### config.mk
export PLATFORM = sky130hd
export DESIGN_NAME = ghcs_top
export DESIGN_NICKNAME = d
export VERILOG_FILES = /design/src/hw/ghcs_render.v /design/src/hw/ghcs_sync.v /design/src/hw/ghcs_top.v
export VERILOG_INCLUDE_DIRS = /design/src /design/src/hw
export SDC_FILE = /design/constraint.sdc
export NUM_CORES = 1
export LEC_CHECK = 0
export BUFFER_PORTS_ARGS = -buffer_cell sky130_fd_sc_hd__buf_2
export CAP_MARGIN = 20
export CORE_MARGIN = 1
export CORE_UTILIZATION = 55
export CTS_CLUSTER_SIZE = 20
export DETAILED_ROUTE_END_ITERATION = 10
export PLACE_DENSITY_LB_ADDON = 0.3
export SLEW_MARGIN = 40
export SYNTH_ARGS = -nofsm -noshare
export SYNTH_HDL_FRONTEND = slang
export SYNTH_HIERARCHICAL = 1
export SYNTH_SLANG_ARGS = --single-unit
### constraint.sdc
create_clock -name sys_clk -period 2.8 [get_ports sys_clk]
set_input_delay 0.84 -clock sys_clk [delete_from_list [all_inputs] [get_ports sys_clk]]
set_output_delay 0.84 -clock sys_clk [all_outputs]
set_load 0.05 [all_outputs]
### src/hw/ghcs_map.vh
/*
  Register map, field positions, reset values and codes of the hard-copy
  sequencer. Assumes a 32-bit APB register bus with byte addressing.
*/
`ifndef GHCS_MAP_VH
`define GHCS_MAP_VH

// ==========================================================
// Register byte offsets
`define GHCS_CTRL_OFS      12'h000
`define GHCS_COMPOSE_OFS   12'h004
`define GHCS_BUSCMD_OFS    12'h008
`define GHCS_STATUS_OFS    12'h00C
`define GHCS_EVENT_OFS     12'h010
`define GHCS_DATA_OFS      12'h014

// ==========================================================
// Control fields
`define GHCS_CTRL_TALK_ONLY   0
`define GHCS_CTRL_FMT         1
`define GHCS_CTRL_DONE_EN     2
`define GHCS_CTRL_DELTA_EN    3
`define GHCS_CTRL_CTL_CONTENT 5:4
`define GHCS_CTRL_RESET       32'h0000_0000

// Compose fields
`define GHCS_CMP_SETTINGS  0
`define GHCS_CMP_GRAT      1
`define GHCS_CMP_TEXT      2
`define GHCS_CMP_WAVE      3
`define GHCS_COMPOSE_RESET 32'h0000_000A

// Bus command strobes (write-one pulses)
`define GHCS_CMD_PRINT     0
`define GHCS_CMD_TALK      1
`define GHCS_CMD_DCL       2
`define GHCS_CMD_DEV_PLOT  3
`define GHCS_CMD_DEV_INK   4

// Status fields
`define GHCS_ST_BUSY       0
`define GHCS_ST_ARMED      1
`define GHCS_ST_ERROR      2
`define GHCS_ST_ADDR_LED   3
`define GHCS_ST_SRQ        4
`define GHCS_ST_FMT        5

// Event code and timing
`define GHCS_EVT_DONE      16'h01CF
`define GHCS_RENDER_CYC    8'h10
`define GHCS_ELEM_WORDS    8'h04
`define GHCS_TGT_TIMEOUT   16'h0400

`endif

### src/hw/ghcs_render.v
/*
  Screen renderer: times a fixed render count of GHCS_RENDER_CYC cycles.
  Assumes start pulses only while idle; done pulses one cycle.
*/
`timescale 1ns/10ps
`include "ghcs_map.vh"
module ghcs_render (
  input  wire       sys_clk,
  input  wire       rst,
  input  wire       start,
  input  wire       abort,
  output reg        done_r
);
  reg [7:0] cnt_r;
  reg       run_r;

  // ==========================================================
  // Render timer
  always @(posedge sys_clk) begin
    if (rst) begin
      cnt_r  <= 8'h00;
      run_r  <= 1'b0;
      done_r <= 1'b0;
    end else begin
      done_r <= 1'b0;
      if (abort) begin
        run_r <= 1'b0;
      end else if (start) begin
        run_r <= 1'b1;
        cnt_r <= `GHCS_RENDER_CYC;
      end else if (run_r) begin
        if (cnt_r == 8'h01) begin
          run_r  <= 1'b0;
          done_r <= 1'b1;
        end
        cnt_r <= cnt_r - 8'h01;
      end
    end
  end
endmodule // ghcs_render

### src/hw/ghcs_sync.v
/*
  Two flip-flop synchroniser for one asynchronous level.
  Assumes the input comes from a pin outside sys_clk's domain.
*/
`timescale 1ns/10ps
module ghcs_sync (
  input  wire sys_clk,
  input  wire rst,
  input  wire din,
  output wire dout
);
  reg meta_r;
  reg sync_r;

  // ==========================================================
  // Two stages
  always @(posedge sys_clk) begin
    if (rst) begin
      meta_r <= 1'b0;
      sync_r <= 1'b0;
    end else begin
      meta_r <= din;
      sync_r <= meta_r;
    end
  end
  assign dout = sync_r;
endmodule // ghcs_sync

### src/hw/ghcs_top.v
/*
  Hard-copy sequencer: accepts print requests, renders, streams words
  to a listening printer or plotter, reports busy and completion.
  Assumes an APB master on sys_clk and asynchronous panel/link pins.
*/
// How it works
// - Render screen first, then transmit it
// - Panel key (talk-only mode) or bus print command
// - Talk-only mode lights address indicator
// - Two formats, chosen locally or by command
// - Start key aborts a running copy in talk-only mode
// - Misconfigured or missing target flags error
// - Controller mode allows extra content screens
// - Bus print arms; talk address sends
// - Send only selected copy elements
// - Completion of a key or bus copy raises SRQ with code 463
// - Busy bit set throughout the copy
// - Device clear aborts a running copy
// - Centre delta event before save mode
// - Delta event: copy, time-stamp, rearm
`timescale 1ns/10ps
`include "ghcs_map.vh"
module ghcs_top (
  input  wire        sys_clk,
  input  wire        rst,
  input  wire        psel,
  input  wire        penable,
  input  wire        pwrite,
  input  wire [11:0] paddr,
  input  wire [31:0] pwdata,
  output reg  [31:0] prdata,
  output reg         pready,
  output reg         pslverr,
  input  wire        panel_key,
  input  wire        delta_event,
  input  wire        tgt_present,
  input  wire        tgt_ready,
  output reg  [31:0] tgt_data,
  output reg         tgt_valid,
  output reg         busy,
  output reg         srq,
  output reg         addr_led,
  output reg         err_led,
  output reg         centre_req,
  output reg         save_mode,
  output reg  [31:0] time_stamp
);
  localparam ST_IDLE   = 3'h0;
  localparam ST_ARMED  = 3'h1;
  localparam ST_RENDER = 3'h2;
  localparam ST_SEND   = 3'h3;
  localparam ST_CENTRE = 3'h4;
  localparam ST_STAMP  = 3'h5;
  localparam [31:0] CMP_RST = `GHCS_COMPOSE_RESET;

  reg  [31:0] ctrl_r;
  reg  [3:0]  compose_r;
  reg  [2:0]  st_r;
  reg  [2:0]  elem_r;
  reg  [7:0]  word_r;
  reg  [15:0] wait_r;
  reg  [15:0] event_r;
  reg  [31:0] tick_r;
  reg         key_d_r;
  reg         delta_d_r;
  reg         from_delta_r;
  reg         render_go_r;
  reg         abort_r;
  wire        key_s;
  wire        delta_s;
  wire        pres_s;
  wire        rdy_s;
  wire        render_done;
  wire        wr_acc;
  wire        key_edge;
  wire        delta_edge;
  wire        cmd_wr;
  wire        talk_only;

  // ==========================================================
  // Pin synchronisers
  ghcs_sync u_key   (.sys_clk(sys_clk), .rst(rst), .din(panel_key),
                     .dout(key_s));
  ghcs_sync u_delta (.sys_clk(sys_clk), .rst(rst), .din(delta_event),
                     .dout(delta_s));
  ghcs_sync u_pres  (.sys_clk(sys_clk), .rst(rst), .din(tgt_present),
                     .dout(pres_s));
  ghcs_sync u_rdy   (.sys_clk(sys_clk), .rst(rst), .din(tgt_ready),
                     .dout(rdy_s));

  ghcs_render u_render (
    .sys_clk (sys_clk),
    .rst     (rst),
    .start   (render_go_r),
    .abort   (abort_r),
    .done_r  (render_done)
  );

  assign wr_acc     = psel & penable & pwrite;
  assign cmd_wr     = wr_acc & (paddr == `GHCS_BUSCMD_OFS);
  assign key_edge   = key_s & ~key_d_r;
  assign delta_edge = delta_s & ~delta_d_r;
  assign talk_only  = ctrl_r[`GHCS_CTRL_TALK_ONLY];

  // ==========================================================
  // APB slave, one wait-free access
  always @(posedge sys_clk) begin
    if (rst) begin
      prdata  <= 32'h0000_0000;
      pready  <= 1'b0;
      pslverr <= 1'b0;
    end else begin
      pready  <= psel & ~penable;
      pslverr <= 1'b0;
      prdata  <= 32'h0000_0000;
      if (psel & ~penable) begin
        if (paddr == `GHCS_CTRL_OFS) begin
          prdata <= ctrl_r;
        end else if (paddr == `GHCS_COMPOSE_OFS) begin
          prdata <= {28'h000_0000, compose_r};
        end else if (paddr == `GHCS_BUSCMD_OFS) begin
          prdata <= 32'h0000_0000;
        end else if (paddr == `GHCS_STATUS_OFS) begin
          prdata <= {26'h000_0000, ctrl_r[`GHCS_CTRL_FMT], srq,
                     addr_led, err_led, st_r == ST_ARMED, busy};
        end else if (paddr == `GHCS_EVENT_OFS) begin
          prdata <= {16'h0000, event_r};
        end else if (paddr == `GHCS_DATA_OFS) begin
          prdata <= tick_r;
        end else begin
          pslverr <= 1'b1;
        end
      end
    end
  end

  // ==========================================================
  // Control and compose registers
  always @(posedge sys_clk) begin
    if (rst) begin
      ctrl_r    <= `GHCS_CTRL_RESET;
      compose_r <= CMP_RST[3:0];
    end else if (psel & penable & pready & pwrite) begin
      if (paddr == `GHCS_CTRL_OFS) begin
        ctrl_r <= {26'h000_0000, pwdata[5:0]};
      end else if (paddr == `GHCS_COMPOSE_OFS) begin
        compose_r <= pwdata[3:0];
      end else if (paddr == `GHCS_BUSCMD_OFS) begin
        if (pwdata[`GHCS_CMD_DEV_PLOT])
          ctrl_r[`GHCS_CTRL_FMT] <= 1'b0;
        else if (pwdata[`GHCS_CMD_DEV_INK])
          ctrl_r[`GHCS_CTRL_FMT] <= 1'b1;
      end
    end
  end

  // ==========================================================
  // Copy sequencer
  always @(posedge sys_clk) begin
    if (rst) begin
      st_r         <= ST_IDLE;
      key_d_r      <= 1'b0;
      delta_d_r    <= 1'b0;
      from_delta_r <= 1'b0;
      render_go_r  <= 1'b0;
      abort_r      <= 1'b0;
      elem_r       <= 3'd0;
      word_r       <= 8'h00;
      wait_r       <= 16'h0000;
      event_r      <= 16'h0000;
      tick_r       <= 32'h0000_0000;
      tgt_data     <= 32'h0000_0000;
      tgt_valid    <= 1'b0;
      busy         <= 1'b0;
      srq          <= 1'b0;
      addr_led     <= 1'b0;
      err_led      <= 1'b0;
      centre_req   <= 1'b0;
      save_mode    <= 1'b0;
      time_stamp   <= 32'h0000_0000;
    end else begin
      key_d_r     <= key_s;
      delta_d_r   <= delta_s;
      tick_r      <= tick_r + 32'h0000_0001;
      render_go_r <= 1'b0;
      abort_r     <= 1'b0;
      centre_req  <= 1'b0;
      addr_led    <= talk_only;
      if (psel & penable & pready & ~pwrite &
          (paddr == `GHCS_EVENT_OFS))
        srq <= 1'b0;
      case (st_r)
        ST_IDLE: begin
          if (talk_only & ctrl_r[`GHCS_CTRL_DELTA_EN] & delta_edge) begin
            st_r         <= ST_CENTRE;
            centre_req   <= 1'b1;
            from_delta_r <= 1'b1;
          end else if (key_edge | (cmd_wr & pwdata[`GHCS_CMD_PRINT])) begin
            if (key_edge & talk_only) begin
              st_r         <= ST_RENDER;
              render_go_r  <= 1'b1;
              busy         <= 1'b1;
              err_led      <= 1'b0;
              from_delta_r <= 1'b0;
            end else if (~key_edge) begin
              st_r <= ST_ARMED;
            end
          end
        end
        ST_ARMED: begin
          if (cmd_wr & pwdata[`GHCS_CMD_DCL]) begin
            st_r <= ST_IDLE;
          end else if (cmd_wr & pwdata[`GHCS_CMD_TALK]) begin
            st_r         <= ST_RENDER;
            render_go_r  <= 1'b1;
            busy         <= 1'b1;
            err_led      <= 1'b0;
            from_delta_r <= 1'b0;
          end
        end
        ST_CENTRE: begin
          save_mode   <= 1'b1;
          err_led     <= 1'b0;
          st_r        <= ST_RENDER;
          render_go_r <= 1'b1;
          busy        <= 1'b1;
        end
        ST_RENDER: begin
          if (render_done) begin
            st_r   <= ST_SEND;
            elem_r <= 3'd0;
            word_r <= 8'h00;
            wait_r <= 16'h0000;
          end
        end
        ST_SEND: begin
          tgt_valid <= 1'b0;
          if (elem_r == 3'd4) begin
            st_r <= from_delta_r ? ST_STAMP : ST_IDLE;
            busy <= from_delta_r;
            if (~from_delta_r & ctrl_r[`GHCS_CTRL_DONE_EN]) begin
              srq     <= 1'b1;
              event_r <= `GHCS_EVT_DONE;
            end
          end else if (~compose_r[elem_r[1:0]]) begin
            elem_r <= elem_r + 3'd1;
          end else if (~pres_s | (wait_r == `GHCS_TGT_TIMEOUT)) begin
            err_led   <= 1'b1;
            st_r      <= ST_IDLE;
            busy      <= 1'b0;
            save_mode <= 1'b0;
          end else if (rdy_s & ~tgt_valid) begin
            tgt_valid <= 1'b1;
            tgt_data  <= {ctrl_r[`GHCS_CTRL_FMT], 1'b0, ctrl_r[5:4],
                          compose_r, 5'h00, elem_r, 8'h00, word_r};
            wait_r    <= 16'h0000;
            if (word_r == `GHCS_ELEM_WORDS - 8'h01) begin
              word_r <= 8'h00;
              elem_r <= elem_r + 3'd1;
            end else begin
              word_r <= word_r + 8'h01;
            end
          end else begin
            wait_r <= wait_r + 16'h0001;
          end
        end
        ST_STAMP: begin
          time_stamp <= tick_r;
          save_mode  <= 1'b0;
          busy       <= 1'b0;
          st_r       <= ST_IDLE;
        end
        default: st_r <= ST_IDLE;
      endcase
      if (busy & (st_r == ST_RENDER | st_r == ST_SEND) &
          ((key_edge & talk_only) | (cmd_wr & pwdata[`GHCS_CMD_DCL]))) begin
        st_r      <= ST_IDLE;
        abort_r   <= 1'b1;
        busy      <= 1'b0;
        tgt_valid <= 1'b0;
        save_mode <= 1'b0;
      end
    end
  end
endmodule // ghcs_top
==> summary.md <==
| Metric | Value |
|---|---|
| Cells after DPL | 1161 |
| Comb power frac | 0.080 |
| CP Launch Type | flop |
| Met1 Resource Use GR | 0.325 |
| Slowest CP cell | mux4_2 |
| Core Util, Final | 0.658 |
| Fraction of power spent switching nets | 0.255 |
| Synth Register Bits | between 150 and 200 |
| Area growth, synth to finish | 16.2% |
| Post-synthesis cell count | approximately 900 |
| # Post-CTS Setup Buffers | 0 |
| Worst Hold Depth | 1 |
| Synthesis warning total | 6 |
| Worst hold start | u_delta/meta_r |
| Initial core utilization | 0.567 |
| Top cell type's share of synthesized area | 0.472 |
| Worst reg2reg setup slack | 0.48 ns |
| Root buffer cell | clkbuf_16 |
| Die Y | 122 um |
| Maximum clock frequency | 0.431 GHz |
| Min Tclk post-route | 2.32 ns |
| Worst-Margin Slew | ~0.65 ns |
| Final HPWL DP | 11600 um |
| Largest net degree at the start of global routing | 122 |
| Worst r2r src | elem_r[0] |
| Total die area | 14900 um2 |
| Number of global-route vias before repair | ~6000 |
| H-tree Lvls | 4 |
| CTS Hold Bufs | 0 |
| Total internal power | 4.09 mW |
| Worst-skew pair later-pin latency | 0.43 ns |
| Leak | 3.46 nW |
| Total track usage | 0.242 |
| Nets | 1061 |
| Place WS | 0.293 ns |
| Most frequent cell after synthesis | dfxtp_1 |
| Final critical-path share of the clock period | 0.828 |
| Cell taking the most area after synthesis | dfxtp_1 |
| Clock share of power | 0.423 |
| Worst vdd ir | 482 uV |
| Delay of the slowest critical-path stage | between 0.6 and 0.7 ns |
| RSZ-0062 raised after global routing | no |
| DRC | 0 |
| Total CTS buffers | 17 |
| CTS Sinks | 187 |
| # diodes | 0 |
| Post-synth EDFFs | 0 |
| Part of the power in registers | 0.497 |
| Die Width | 122 um |
| First-pass DRT Iterations | 6 |
| Most used flip-flop cell after synthesis | dfxtp_1 |
| Post-CTS sizing | 0 |
| Hold Path Class | reg2reg |
| Synthesized area | 7930 um2 |
| GPL Wtd Cong | around 0.9 |
| Met2 Track Usage GR | 0.387 |
| Arr. time, crit path | 2.66 ns |
| CTS tree | yes |
| Antenna Violating Nets Remaining | 0 |
| Top cells by area, synth | dfxtp_1 (47%), a21oi_1 (5.2%), nand2_1 (4.6%), mux2i_1 (3.7%), nor2_1 (3.6%) |
| Reg-to-reg endpoint | word_r[5] |
| Top cells by count, synth | dfxtp_1 (187), nand2_1 (98), a21oi_1 (83) |
| Initial antenna violation count | 0 |
| Setup TNS | 0 ns |
| CP Launch Point | elem_r[0] |
| Slew Limit Fails | 0 |
| Cells along the critical path | mux4_2, a31oi_1, nor2_1, a311oi_1 |
| I/O pin count | 158 |
| Global-route wire length before repair | 28800 um |
| Max-Cap Viols | 0 |
| Switching pwr | roughly 1.4 mW |
| DR vias/cell | 5.64 |
| Pwr dens | 595 nW/um2 |
| Clock Tree Buf Depth | 2 |
| Critical Path RT | 3.14 ns |
| Fill count | 1173 |
| Initial DRC Count | 466 |
| PortBufs | 117 |
| Setup-failing EPs final | 0 |
| Routed WL per cell | 14.6 um |
| Status | completed |
| Busiest layer in global routing | met2 |
| Relative slew slack | 0.563 |
| Via count | 6717 |
| Grt ovf | 0 |
| Hold Vio Cnt, Final | 0 |
| Largest fanout on the critical path | 8 |
| Core area | 14000 um2 |
| Total wire length | roughly 17000 um |
| Num rows | 43 |
| Sequential share of the synthesized area | 0.472 |
| Layout Skew | 0.00747 ns |
| Post-synth cell types | 73 |
| Critical Path End Type | flop |
| Reg2Reg Depth | 4 |
| Destination of the worst hold path | u_delta/dout |
| Mapped Avg Cell Area | between 8 and 9 um2 |
| CTS clk-pin slew, worst paths | around 0.070 ns |
| Slack of the critical path | 0.480 ns |
| Layout cell share with drive strength beyond 1 | 0.193 |
| Post-synth ARST share | 0 |
| Post-route non-filler standard cell count | ~1200 |
| Crit Path Class | reg2reg |
| GR Util met3 | 0.0538 |
-- flip-flops by register name (all words and copies together), names as in the netlist, 3 cells and up --
name / cells
tgt_data: 18
compose_r: 4
elem_r: 3
u_render/cnt_r: 8
word_r: 8
st_r: 3
time_stamp: 32
tick_r: 32
wait_r: 16
ctrl_r: 6
prdata: 32
-- power groups by stage --
| stage | Clock, mW | Sequential (mW) | Combinational (mW) |
|---|---|---|---|
| floorplan | 0 | 2.76 | 0.338 |
| global placement | 0 | 2.78 | 0.428 |
| detailed placement | 0 | 2.78 | 0.431 |
| CTS | 2.34 | 2.72 | 0.435 |
| global route | 2.46 | 2.73 | 0.481 |
| finish | 2.32 | 2.73 | 0.441 |
-- per-stage QoR --
step | total power [mW] | hold slack (ns) | area [um2]
3_3_place_gp | 3.21 | 0.418 | 8640
6_report | 5.48 | 0.445 | 9210
5_1_grt | 5.66 | 0.465 | 9210
3_5_place_dp | 3.21 | 0.429 | 8640
2_1_floorplan | 3.10 | 0.414 | 7980
4_1_cts | 5.50 | 0.445 | 9210
-- worst max-delay path by stage --
stage,end,slack (ns),depth (start not counted)
after floorplan,compose_r[1],0.43,6
after global placement,st_r[1],0.32,7
after detailed placement,st_r[1],0.29,7
after CTS,wait_r[15],0.49,8
after global routing,wait_r[10],0.33,4
final,word_r[5],0.48,4
-- placed cells by master (no fill, tap or decap), drive strengths merged, types with 15 or more instances in the layout --
cell | netlist | final
nor3 | 18 | 18
nand4 | 15 | 15
o21ai | 28 | 28
dfxtp | 187 | 187
mux2i | 29 | 29
or3 | 24 | 24
and2 | 26 | 26
clkbuf | 40 | 17
buf | 24 | 136
xnor2 | 18 | 18
nand2 | 98 | 98
nor2 | 75 | 75
nor2b | 16 | 16
or4 | 15 | 15
a21oi | 84 | 84
inv | 23 | 30
nand3 | 26 | 26
-- kinds of logic after synthesis --
group | count (synthesis) | share of synthesized area
adder cells (fa/ha/maj) | 8 | 0.0126
multiplexers | 34 | 0.0451
buffers and inverters | 87 | 0.0500
flip-flops | 187 | 0.472
AO/OA/AOI/OAI | 175 | 0.136
other | 1 | 0.000473
AND/OR/NAND/NOR | 379 | 0.256
XOR/XNOR | 25 | 0.0276
-- area by class of cell --
| class | instances | area, um2 | share of cell area |
|---|---|---|---|
| tap | 180 | 225 | 0.0245 |
| clock inverter | 14 | 136 | 0.0148 |
| sequential | 187 | 3740 | 0.407 |
| timing repair buffer | 136 | 743 | 0.0807 |
| inverter | 23 | 86.3 | 0.00938 |
| multi-input combinational | 635 | 3850 | 0.418 |
| clock buffer | 17 | 425 | 0.0462 |
-- critical path, delay by kind of cell, from the launching register on --
kind | cells | cell delay (ns)
AOI/OAI and AO/OA | 2 | 0.88
muxes | 1 | 0.67
DFF | 1 | 0.46
and+or+nand+nor | 1 | 0.22
-- metal layers --
layer,part of all wire,wire (um),vias to the layer above
met2,0.47,8270,191
met1,0.47,8140,3154
met4,0.013,219,0
met5,0,0,-
met3,0.046,796,16
li1,-,-,3356
Power figures use the tool's default switching activity.
